<file path="src/tsp_pkg.sv">
// Operation
// - command, data packets, then one end packet
// - failure sends end packet at once, no padding
// - data packet: flag 001, count 1-128, checksum
// - long transfers split; one packet buffered
// - full-rate read packets stream back to back
// - switch bit 3 selects paced mode, retained
// - first paced byte goes out unprompted
// - later paced bytes wait for continue or xon
// - protocol error repeats init, still paced
// - bootstrap bytes bypass the handshake
// - end packet after every operation or bad op code
// - end packet: fourteen bytes, fixed header
// - success code is a signed byte
// - unit in byte 4; byte 5, sequence zero
// - bytes 8-9 carry actual byte count
// - summary high bits 4-7 flag errors
// - op codes decoded; some reserved
// - unknown op code ends with bad op code
// - checksum: word sum with end-around carry
// - single-byte flag values fixed
package tsp_pkg;
  // flag bytes
  localparam logic [7:0] FLAG_DATA = 8'h01;
  localparam logic [7:0] FLAG_CMD = 8'h02;
  localparam logic [7:0] FLAG_INIT = 8'h04;
  localparam logic [7:0] FLAG_BOOT = 8'h08;
  localparam logic [7:0] FLAG_CONT = 8'h10;
  localparam logic [7:0] FLAG_XON = 8'h11;
  localparam logic [7:0] FLAG_XOFF = 8'h13;
  // packet layout
  localparam logic [7:0] CMD_LEN = 8'h0A;
  localparam logic [7:0] END_OPCODE = 8'h40;
  localparam logic [7:0] MAX_PAYLOAD = 8'h80;
  localparam int SW_PACED_BIT = 3;
  localparam int BUF_AW = 7;
  // success codes
  localparam logic [7:0] SC_NORMAL = 8'h00;
  localparam logic [7:0] SC_RETRY = 8'h01;
  localparam logic [7:0] SC_SELFTEST = 8'hFF;
  localparam logic [7:0] SC_END_MEDIUM = 8'hFE;
  localparam logic [7:0] SC_BAD_UNIT = 8'hF8;
  localparam logic [7:0] SC_NO_CART = 8'hF7;
  localparam logic [7:0] SC_WPROT = 8'hF5;
  localparam logic [7:0] SC_DATA_CHECK = 8'hEF;
  localparam logic [7:0] SC_SEEK = 8'hE0;
  localparam logic [7:0] SC_MOTOR = 8'hDF;
  localparam logic [7:0] SC_BAD_OP = 8'hD0;
  localparam logic [7:0] SC_BAD_BLOCK = 8'hC9;
  // register byte offsets
  localparam logic [11:0] REG_ACTION = 12'h000;
  localparam logic [11:0] REG_END = 12'h004;
  localparam logic [11:0] REG_BUF = 12'h008;
  localparam logic [11:0] REG_PTR = 12'h00C;
  localparam logic [11:0] REG_CMD = 12'h010;
  localparam logic [11:0] REG_COUNT = 12'h014;
  localparam logic [11:0] REG_BLOCK = 12'h018;
  localparam logic [11:0] REG_STATUS = 12'h01C;
  // action and status field positions
  localparam int ACT_DATA = 0;
  localparam int ACT_CONT = 1;
  localparam int ACT_END = 2;
  localparam int ACT_RAW = 3;
  localparam int ACT_RAW_LSB = 8;
  localparam int ACT_LEN_LSB = 16;
  localparam int STAT_BOOT = 6;
  // reset values
  localparam logic [7:0] RST_CODE = 8'h00;
  localparam logic [31:0] RST_WORD = 32'h0000_0000;

  // receive and transmit sequencer states
  typedef enum logic [2:0] {
    RX_IDLE = 3'b000, RX_CNT = 3'b001, RX_BODY = 3'b010,
    RX_CKL = 3'b011, RX_CKH = 3'b100, RX_BOOT = 3'b101
  } tsp_rx_t;
  typedef enum logic [1:0] {
    TX_IDLE = 2'b00, TX_FETCH = 2'b01, TX_BYTE = 2'b10, TX_SEND = 2'b11
  } tsp_tx_t;
  typedef enum logic [1:0] {
    K_SINGLE = 2'b00, K_DATA = 2'b01, K_END = 2'b10
  } tsp_kind_t;

  // word add with end-around carry
  function automatic logic [15:0] csum_add(input logic [15:0] a,
                                           input logic [15:0] b);
    logic [16:0] t;
    t = {1'b0, a} + {1'b0, b};
    return t[15:0] + {15'h0000, t[16]};
  endfunction : csum_add

  // defined op codes 0,1,2,3,5,7,8,9
  function automatic logic op_legal(input logic [7:0] op);
    case (op)
      8'h00, 8'h01, 8'h02, 8'h03, 8'h05, 8'h07, 8'h08, 8'h09: return 1'b1;
      default: return 1'b0;
    endcase
  endfunction : op_legal
endpackage : tsp_pkg

</file>
<file path="src/tsp_buf_if.sv">
`timescale 1ns/1ps
// one-packet buffer port bundle
interface tsp_buf_if;
  import tsp_pkg::*;
  logic wr_en; // write strobe
  logic [BUF_AW-1:0] wr_addr; // write address
  logic [7:0] wr_data; // write byte
  logic [BUF_AW-1:0] rd_addr; // read address
  logic [7:0] rd_data; // registered read byte
  modport eng (output wr_en, wr_addr, wr_data, rd_addr, input rd_data);
  modport mem (input wr_en, wr_addr, wr_data, rd_addr, output rd_data);
endinterface : tsp_buf_if

</file>
<file path="src/tsp_engine.sv">
`timescale 1ns/1ps
// packet protocol engine with apb register port
module tsp_engine import tsp_pkg::*; (
  input wire logic pclk,
  input wire logic presetn,
  input wire logic psel,
  input wire logic penable,
  input wire logic pwrite,
  input wire logic [11:0] paddr,
  input wire logic [31:0] pwdata,
  output logic [31:0] prdata,
  output logic pready,
  output logic pslverr,
  input wire logic [7:0] rx_data,
  input wire logic rx_valid,
  output logic [7:0] tx_data,
  output logic tx_valid,
  input wire logic tx_ready
);
  // whole engine state
  typedef struct packed {
    tsp_rx_t rx_st; // receive sequencer
    logic [7:0] rx_flag; // flag of packet in flight
    logic [7:0] rx_len; // payload count
    logic [7:0] rx_idx; // payload index
    logic [7:0] rx_lo; // pending low byte
    logic [15:0] rx_sum; // running checksum
    logic [7:0] rx_ckl; // received checksum low
    logic [7:0] cmd_op, cmd_mod, cmd_unit, cmd_sw; // command fields
    logic [15:0] cmd_cnt, cmd_blk; // requested count, block
    logic [15:0] act_cnt; // bytes handled
    logic paced, credit, xoff; // reply pacing
    logic proto_err, cmd_pend, wdata_rdy, boot_req;
    logic [7:0] boot_unit;
    logic cont_req, end_req, data_req, raw_req; // send requests
    logic [7:0] raw_byte, data_len, end_code;
    logic [3:0] end_sumh; // summary bits 7:4
    tsp_tx_t tx_st; // transmit sequencer
    tsp_kind_t tx_kind;
    logic tx_raw; // bypass handshake
    logic [7:0] tx_single, tx_idx, tx_len, tx_lo;
    logic [15:0] tx_sum;
    logic [7:0] tx_data;
    logic tx_valid;
    logic [BUF_AW-1:0] ptr; // software buffer pointer
    logic apb_ph, pready, pslverr;
    logic [31:0] prdata;
  } tsp_state_t;

  tsp_state_t s, n; // state, next_ state copy
  tsp_buf_if b(); // buffer port
  logic apb_done; // access completes this edge
  logic hit; // address decodes
  logic [31:0] rd_val; // read mux
  logic [7:0] tbyte; // byte being formed
  logic [15:0] rx_word; // received checksum word
  logic gate; // transmit allowed
  logic [7:0] sumh; // summary status high
  logic credit_set; // continue or xon taken this edge

  tsp_buf #(.DEPTH(1 << BUF_AW)) u_buf (.pclk(pclk), .bus(b.mem));

  assign prdata = s.prdata;
  assign pready = s.pready;
  assign pslverr = s.pslverr;
  assign tx_data = s.tx_data;
  assign tx_valid = s.tx_valid;

  // combined next state
  always_comb begin
    n = s;
    b.wr_en = 1'b0;
    b.wr_addr = s.ptr;
    b.wr_data = pwdata[7:0];
    b.rd_addr = s.ptr;
    apb_done = psel & penable & s.pready;
    rx_word = {rx_data, s.rx_ckl};
    // any-error bit follows the others; low nibble zero
    sumh = {s.end_sumh[3] | (|s.end_sumh[2:0]), s.end_sumh[2:0], 4'h0};
    gate = s.tx_raw | (~s.xoff & (~s.paced | s.credit));
    tbyte = 8'h00;
    credit_set = 1'b0;
    // address decode and read mux
    hit = 1'b1;
    case (paddr)
      REG_ACTION: rd_val = {28'h000_0000, s.raw_req, s.end_req,
                            s.cont_req, s.data_req};
      REG_END: rd_val = {20'h0_0000, s.end_sumh, s.end_code};
      REG_BUF: rd_val = {24'h00_0000, b.rd_data};
      REG_PTR: rd_val = {25'h000_0000, s.ptr};
      REG_CMD: rd_val = {s.cmd_sw, s.cmd_unit, s.cmd_mod, s.cmd_op};
      REG_COUNT: rd_val = {s.act_cnt, s.cmd_cnt};
      REG_BLOCK: rd_val = {16'h0000, s.cmd_blk};
      REG_STATUS: rd_val = {16'h0000, s.boot_unit,
                            s.tx_st != TX_IDLE, s.boot_req, s.proto_err,
                            s.xoff, s.credit, s.paced, s.wdata_rdy,
                            s.cmd_pend};
      default: begin
        rd_val = RST_WORD;
        hit = 1'b0;
      end
    endcase
    // apb: setup, one wait cycle, then ready
    if (psel && !penable) begin
      n.apb_ph = 1'b1;
      n.pready = 1'b0;
    end else if (s.apb_ph) begin
      n.apb_ph = 1'b0;
      n.pready = 1'b1;
      n.prdata = rd_val;
      n.pslverr = ~hit;
    end else if (apb_done) begin
      n.pready = 1'b0;
      n.pslverr = 1'b0;
    end
    // register side effects at the completing edge
    if (apb_done && hit && pwrite) begin
      case (paddr)
        REG_ACTION: begin
          if (pwdata[ACT_DATA] && pwdata[ACT_LEN_LSB+:8] != 8'h00 &&
              pwdata[ACT_LEN_LSB+:8] <= MAX_PAYLOAD) begin
            n.data_req = 1'b1;
            n.data_len = pwdata[ACT_LEN_LSB+:8];
          end
          if (pwdata[ACT_CONT]) begin // buffer freed for host
            n.cont_req = 1'b1;
            n.wdata_rdy = 1'b0;
          end
          if (pwdata[ACT_END]) begin // end now, no padding
            n.end_req = 1'b1;
            n.data_req = 1'b0;
          end
          if (pwdata[ACT_RAW]) begin
            n.raw_req = 1'b1;
            n.raw_byte = pwdata[ACT_RAW_LSB+:8];
          end
        end
        REG_END: begin
          n.end_code = pwdata[7:0];
          n.end_sumh = pwdata[11:8];
        end
        REG_BUF: begin
          b.wr_en = 1'b1;
          n.ptr = s.ptr + 1'b1;
        end
        REG_PTR: n.ptr = pwdata[BUF_AW-1:0];
        REG_STATUS: if (pwdata[STAT_BOOT]) n.boot_req = 1'b0;
        default: ;
      endcase
    end
    if (apb_done && !pwrite && paddr == REG_BUF) begin
      n.ptr = s.ptr + 1'b1;
    end

    // receive sequencer
    if (rx_valid) begin
      case (s.rx_st)
        RX_IDLE: begin
          n.rx_flag = rx_data;
          n.rx_lo = rx_data;
          case (rx_data)
            FLAG_CONT, FLAG_XON: begin // release one paced byte
              n.credit = 1'b1;
              credit_set = 1'b1;
              n.xoff = 1'b0;
            end
            FLAG_XOFF: n.xoff = 1'b1;
            FLAG_INIT: begin // restart, answer continue
              n.proto_err = 1'b0;
              n.cont_req = 1'b1;
              n.end_req = 1'b0;
              n.data_req = 1'b0;
              n.cmd_pend = 1'b0;
              n.wdata_rdy = 1'b0;
            end
            FLAG_BOOT: n.rx_st = RX_BOOT;
            FLAG_CMD: n.rx_st = RX_CNT;
            // data only for a write awaiting it, one packet held
            FLAG_DATA: begin
              if (s.cmd_pend && s.cmd_op == 8'h03 && !s.wdata_rdy) begin
                n.rx_st = RX_CNT;
              end else begin
                n.proto_err = 1'b1;
              end
            end
            default: n.proto_err = 1'b1; // reserved flag bits
          endcase
        end
        RX_BOOT: begin
          n.boot_req = 1'b1;
          n.boot_unit = rx_data;
          n.rx_st = RX_IDLE;
        end
        RX_CNT: begin
          n.rx_len = rx_data;
          n.rx_idx = 8'h00;
          n.rx_sum = csum_add(16'h0000, {rx_data, s.rx_flag});
          n.rx_st = RX_BODY;
          if (s.rx_flag == FLAG_CMD ? rx_data != CMD_LEN :
              (rx_data == 8'h00 || rx_data > MAX_PAYLOAD)) begin
            n.proto_err = 1'b1;
            n.rx_st = RX_IDLE;
          end
        end
        RX_BODY: begin
          if (s.rx_flag == FLAG_DATA) begin
            b.wr_en = 1'b1;
            b.wr_addr = s.rx_idx[BUF_AW-1:0];
            b.wr_data = rx_data;
          end else begin
            case (s.rx_idx)
              8'h00: n.cmd_op = rx_data;
              8'h01: n.cmd_mod = rx_data;
              8'h02: n.cmd_unit = rx_data;
              8'h03: n.cmd_sw = rx_data;
              8'h06: n.cmd_cnt[7:0] = rx_data;
              8'h07: n.cmd_cnt[15:8] = rx_data;
              8'h08: n.cmd_blk[7:0] = rx_data;
              8'h09: n.cmd_blk[15:8] = rx_data;
              default: ;
            endcase
          end
          if (s.rx_idx[0]) begin // odd payload index pairs high
            n.rx_sum = csum_add(s.rx_sum, {rx_data, s.rx_lo});
          end else begin
            n.rx_lo = rx_data;
          end
          n.rx_idx = s.rx_idx + 8'h01;
          if (s.rx_idx == s.rx_len - 8'h01) n.rx_st = RX_CKL;
        end
        RX_CKL: begin
          n.rx_ckl = rx_data;
          if (s.rx_len[0]) begin // lone last byte, zero high
            n.rx_sum = csum_add(s.rx_sum, {8'h00, s.rx_lo});
          end
          n.rx_st = RX_CKH;
        end
        RX_CKH: begin
          n.rx_st = RX_IDLE;
          if (rx_word != s.rx_sum) begin
            n.proto_err = 1'b1;
          end else if (s.rx_flag == FLAG_DATA) begin
            n.wdata_rdy = 1'b1;
            n.ptr = '0;
            n.act_cnt = s.act_cnt + {8'h00, s.rx_len};
          end else begin
            // paced mode latched; first selection grants a byte
            n.paced = s.cmd_sw[SW_PACED_BIT];
            if (s.cmd_sw[SW_PACED_BIT] && !s.paced) n.credit = 1'b1;
            n.act_cnt = 16'h0000;
            n.data_req = 1'b0;
            if (op_legal(s.cmd_op)) begin
              n.cmd_pend = 1'b1;
              n.end_code = SC_NORMAL;
              n.end_sumh = 4'h0;
            end else begin
              n.end_code = SC_BAD_OP;
              n.end_sumh = 4'h1;
              n.end_req = 1'b1;
            end
          end
        end
        default: n.rx_st = RX_IDLE;
      endcase
    end

    // transmit byte former
    case (s.tx_kind)
      K_SINGLE: tbyte = s.tx_single;
      K_DATA: begin
        if (s.tx_idx == 8'h00) tbyte = FLAG_DATA;
        else if (s.tx_idx == 8'h01) tbyte = s.tx_len;
        else tbyte = b.rd_data;
      end
      default: begin // end packet
        case (s.tx_idx)
          8'h00: tbyte = FLAG_CMD;
          8'h01: tbyte = CMD_LEN;
          8'h02: tbyte = END_OPCODE;
          8'h03: tbyte = s.end_code;
          8'h04: tbyte = {7'h00, s.cmd_unit[0]};
          8'h08: tbyte = s.act_cnt[7:0];
          8'h09: tbyte = s.act_cnt[15:8];
          8'h0B: tbyte = sumh;
          default: tbyte = 8'h00;
        endcase
      end
    endcase
    if (s.tx_kind != K_SINGLE) begin // checksum trails body
      if (s.tx_idx == s.tx_len + 8'h02) tbyte = s.tx_sum[7:0];
      if (s.tx_idx == s.tx_len + 8'h03) tbyte = s.tx_sum[15:8];
    end

    // transmit sequencer
    case (s.tx_st)
      TX_IDLE: begin
        n.tx_idx = 8'h00;
        n.tx_sum = 16'h0000;
        n.tx_raw = 1'b0;
        n.tx_kind = K_SINGLE;
        n.tx_st = TX_FETCH;
        if (s.proto_err) begin
          n.tx_single = FLAG_INIT; // repeated, still gated
        end else if (s.cont_req) begin
          n.tx_single = FLAG_CONT;
          n.cont_req = 1'b0;
        end else if (s.raw_req) begin
          n.tx_single = s.raw_byte;
          n.tx_raw = 1'b1;
          n.raw_req = 1'b0;
        end else if (s.end_req) begin // ends the exchange
          n.tx_kind = K_END;
          n.tx_len = CMD_LEN;
          n.end_req = 1'b0;
          n.cmd_pend = 1'b0;
        end else if (s.data_req) begin
          n.tx_kind = K_DATA;
          n.tx_len = s.data_len;
          n.data_req = 1'b0;
          n.act_cnt = s.act_cnt + {8'h00, s.data_len};
        end else begin
          n.tx_st = TX_IDLE;
        end
      end
      TX_FETCH: begin
        b.rd_addr = BUF_AW'(s.tx_idx - 8'h02);
        n.tx_st = TX_BYTE;
      end
      TX_BYTE: begin
        b.rd_addr = BUF_AW'(s.tx_idx - 8'h02); // keep byte while gated
        if (gate) begin // full rate: no wait between packets
          n.tx_data = tbyte;
          n.tx_valid = 1'b1;
          // a continue arriving now survives the spend
          n.credit = (s.tx_raw | credit_set) & n.credit;
          n.tx_st = TX_SEND;
          if (s.tx_idx < s.tx_len + 8'h02) begin
            if (s.tx_idx[0]) n.tx_sum = csum_add(s.tx_sum, {tbyte, s.tx_lo});
            else n.tx_lo = tbyte;
          end else if (s.tx_idx == s.tx_len + 8'h01 + 8'h01 &&
                       s.tx_len[0]) begin
            n.tx_sum = s.tx_sum;
          end
        end
      end
      TX_SEND: begin
        if (tx_ready) begin
          n.tx_valid = 1'b0;
          n.tx_idx = s.tx_idx + 8'h01;
          n.tx_st = (s.tx_kind == K_SINGLE ||
                     s.tx_idx == s.tx_len + 8'h03) ? TX_IDLE : TX_FETCH;
          if (s.tx_kind != K_SINGLE && s.tx_idx == s.tx_len + 8'h01 &&
              s.tx_len[0]) begin // lone last payload byte
            n.tx_sum = csum_add(s.tx_sum, {8'h00, s.tx_lo});
          end
        end
      end
      default: n.tx_st = TX_IDLE;
    endcase
  end

  // state register
  always_ff @(posedge pclk or negedge presetn) begin
    if (!presetn) begin
      s <= '0;
    end else begin
      s <= n;
    end
  end
endmodule : tsp_engine

</file>
<file path="src/tsp_buf.sv">
`timescale 1ns/1ps
// single-port-write packet buffer, read data registered
module tsp_buf #(
  parameter int DEPTH = 128
) (
  input wire logic pclk,
  tsp_buf_if.mem bus
);
  logic [7:0] mem [DEPTH]; // byte storage

  // write and registered read
  always_ff @(posedge pclk) begin
    if (bus.wr_en) begin
      mem[bus.wr_addr] <= bus.wr_data;
    end
    bus.rd_data <= mem[bus.rd_addr];
  end
endmodule : tsp_buf

</file>
<file path="config.mk">
export PLATFORM = sky130hd
export DESIGN_NAME = tsp_engine
export DESIGN_NICKNAME = d
export VERILOG_FILES = /design/src/tsp_pkg.sv /design/src/tsp_buf_if.sv /design/src/tsp_engine.sv /design/src/tsp_buf.sv
export SDC_FILE = /design/constraint.sdc
export NUM_CORES = 2
export LEC_CHECK = 0
export BUFFER_PORTS_ARGS = -buffer_cell sky130_fd_sc_hd__buf_2
export CAP_MARGIN = 25
export CORE_MARGIN = 1
export CORE_UTILIZATION = 30
export DETAILED_ROUTE_END_ITERATION = 10
export GPL_TIMING_DRIVEN = 0
export SLEW_MARGIN = 40
export SYNTH_ARGS = -nofsm -noshare
export SYNTH_HDL_FRONTEND = slang
export SYNTH_SLANG_ARGS = --single-unit
</file>
<file path="constraint.sdc">
create_clock -name pclk -period 6.7 [get_ports pclk]
set_input_delay 0 -clock pclk [delete_from_list [all_inputs] [get_ports pclk]]
set_output_delay 0 -clock pclk [all_outputs]
set_load 0.05 [all_outputs]
</file>
==> results.sh <==
export IMPL_outcome="completed"
export IMPL_max_slew_margin_rel=0.388
export IMPL_critPathArrivalTime_ns=7.01
export IMPL_p_leak_uw=0.0241
export IMPL_grt_max_degree=93
export IMPL_finalCriticalPeriod_ns=6.38
export IMPL_place_ws_ns=-0.831
export IMPL_ys_seq_elements=1322
export IMPL_worst_pin_slew_ns=0.918
export IMPL_gp_congestion=0.919
export IMPL_drt_iter0_drc=3949
export IMPL_n_fill_cell=18932
export IMPL_worstPathMaxFanout=7
export IMPL_io_pins=102
export IMPL_cts_buffers=138
export IMPL_antenna_found_initial=11
export IMPL_cts_sinks=1322
export IMPL_seq_area_frac_synth=0.639
export IMPL_die_x_um=448
export IMPL_cts_tree="done"
export IMPL_ys_warn_count=0
export IMPL_fin_ws_ns=0.321
export IMPL_nets=4480
export IMPL_grt_pass1_wl_um=249000
export IMPL_fin_crit_sh=0.952
export IMPL_cp_end_kind="register"
export IMPL_hold_viol_final=0
export IMPL_grt_pass1_vias=36849
export IMPL_rows=163
export IMPL_clk_pin_slew_ns=0.06
export IMPL_vdd_drop_max_v=0.000337
export IMPL_drc=0
export IMPL_finalNonFillerCells=7078
export IMPL_path_class="reg2reg"
export IMPL_dp_cells=6752
export IMPL_initial_core_util=0.302
export IMPL_final_setup_viol_count=0
export IMPL_ys_dominant_reg_cell="edfxtp_1"
export IMPL_die_area_um2=201000
export IMPL_postSynthCellCount=4008
export IMPL_drt_pass1_iter_count=6
export IMPL_hold_class="in2reg"
export IMPL_clock_latency_ns=0.79
export IMPL_clock_path_buffers=3
export IMPL_die_h_um=448
export IMPL_crit_start="s[89]"
export IMPL_cp_start_kind="register"
export IMPL_synth_net_count=4156
export IMPL_min_from="psel"
export IMPL_synth_avg_cell_area_um2=14.9
export IMPL_track_usage=0.168
export IMPL_hpwl_um=118000
export IMPL_drive_above_1_share=0.218
export IMPL_dr_total_vias=37286
export IMPL_port_buffers=91
export IMPL_htreeDepth=4
export IMPL_antenna_left=0
export IMPL_wl_per_cell_um=24.1
export IMPL_slowest_stage="or4_4"
export IMPL_fin_area_um2=69500
export IMPL_overflow=0
export IMPL_synth_edf_count=1024
export IMPL_r2r_start="s[89]"
export IMPL_clock_skew_final_ns=0.0484
export IMPL_slew_violations=0
export IMPL_viasPerCell=5.27
export IMPL_register_area_um2=38200
export IMPL_area_growth_pct=16.4
export IMPL_place_area_um2=64000
export IMPL_synth_cell_types=109
export IMPL_core_um2=197000
export IMPL_async_flop_share=0.219
export IMPL_wirelength_um=170000
export IMPL_synthesis_area_um2=59700
export IMPL_crit_required_ns=7.34
export IMPL_slowest_delay_ns=0.60
export IMPL_multi_input_area_um2=20400
export IMPL_powerDensity_nw_per_um2=432
export IMPL_root_buffer="clkbuf_16"
export IMPL_max_freq_mhz=157
export IMPL_drv_cap=0
## path summary, 6_finish.rpt
kind,end,slack [ns],depth (start not counted)
worst max-delay path,s[66],0.32,26
max in group asynchronous,prdata[12],5.40,6
worst max register to register,s[66],0.32,26
min in group asynchronous,s[62],0.27,4
worst min register to register,prdata[24],0.49,2
worst min-delay path,pready,0.03,3
## cells by family after synthesis
family,after synthesis,synth area share
AO/OA/AOI/OAI,726,0.0824
AND/OR/NAND/NOR,926,0.0761
buffers and inverters,334,0.0257
XOR/XNOR,131,0.0195
flip-flops,1322,0.639
adder cells (fa/ha/maj),89,0.0192
multiplexers,480,0.138
## registers in the layout, summed over array words and instances, names as in the netlist, 8 cells and up
register	count
u_buf.bus.rd_data	8
rx_word	8
tx_data	8
u_buf.mem	1024
s	239
prdata	32
## layout by cell type, fill, tap and decap left out, types with 68 or more instances in the layout
| master | instances |
|---|---|
| buf_2 | 154 |
| dlygate4sd3_1 | 68 |
| nor2b_1 | 78 |
| a21oi_1 | 170 |
| dfrtp_1 | 285 |
| clkbuf_1 | 157 |
| edfxtp_1 | 1024 |
| o21ai_0 | 109 |
| a211oi_1 | 133 |
| mux2i_1 | 86 |
| mux4_2 | 260 |
| nor2_1 | 228 |
| mux2_2 | 126 |
| ha_1 | 82 |
| clkbuf_16 | 141 |
| xnor2_1 | 72 |
| nand2_1 | 268 |
## what timing repair did
action,in CTS,in global routing
gates resized for setup,11,23
endpoints found under the setup margin,10,4
pin swaps,4,7
setup buffers,1,16
hold endpoints to repair,457,0
hold buffers,69,0
## layout make-up
cell class / instances / share of cell area
Tap cell: 2640 / 0.0475
Timing Repair Buffer: 190 / 0.0234
Clock buffer: 190 / 0.0547
Antenna cell: 2 / 0.0000720
Buffer: 264 / 0.0186
Sequential cell: 1322 / 0.549
Clock inverter: 54 / 0.00911
Inverter: 64 / 0.00346
Multi-Input combinational cell: 2352 / 0.294
## through the flow
stage / hold slack, ns / total power, uW / utilization / TNS (ns)
floorplan: -0.296 / 17900 / - / 0
global placement: 0.238 / 22200 / 0.321 / -4.36
detailed placement: -0.143 / 22300 / 0.324 / -2.64
CTS: 0.000607 / 30000 / 0.350 / 0
global route: 0.0604 / 31200 / 0.352 / -0.0139
finish: 0.0268 / 30000 / 0.352 / 0
## routing by layer
layer,vias to the layer above,global-route usage,part of all wire
li1,16232,-,-
met1,19217,0.225,0.42
met2,1541,0.275,0.48
met3,292,0.0301,0.071
met4,4,0.0524,0.028
met5,-,0,0.00012
## worst max-delay path, delay by kind of cell, from the launching register on
kind / cells / cell delay [ns]
buf+inv: 1 / 0.17
fa+ha+maj: 2 / 0.49
mux: 1 / 0.22
compound gates: 9 / 1.70
simple gates: 13 / 3.13
flops: 1 / 0.50
## where the power goes
part	leakage, uW	internal [uW]	switching, uW
Clock	0.00214	4250	3340
Sequential	0.0131	9290	453
Combinational	0.00893	4700	8000
## cell usage after synthesis (10+ instances only)
library cell,instances,area [um^2]
clkbuf_1,136,510
a31oi_1,32,200
a21o_1,30,225
nor2b_1,78,488
xor2_1,57,499
a221oi_1,19,166
a22o_1,19,166
a222oi_1,14,140
edfxtp_1,1024,30700
o22ai_1,11,68.8
ha_1,85,1060
and3_1,26,163
and2_1,10,62.6
o211ai_1,14,105
nor3_1,50,250
buf_2,62,310
nand2_1,268,1010
nor4_1,13,81.3
xnor2_1,72,631
buf_1,20,75.1
o21ai_0,119,596
o31ai_1,16,120
mux2i_1,86,861
nand4_1,33,206
nand3_1,67,335
nand2b_1,24,150
o21ai_1,13,65.1
a21oi_1,171,856
buf_4,49,368
a22oi_1,40,300
nor2_1,274,1030
inv_1,63,236
mux2_2,134,1510
mux4_2,260,5860
dfrtp_1,290,7260
a211oi_1,134,1010
No activity file was read; power rests on OpenSTA's default activity.
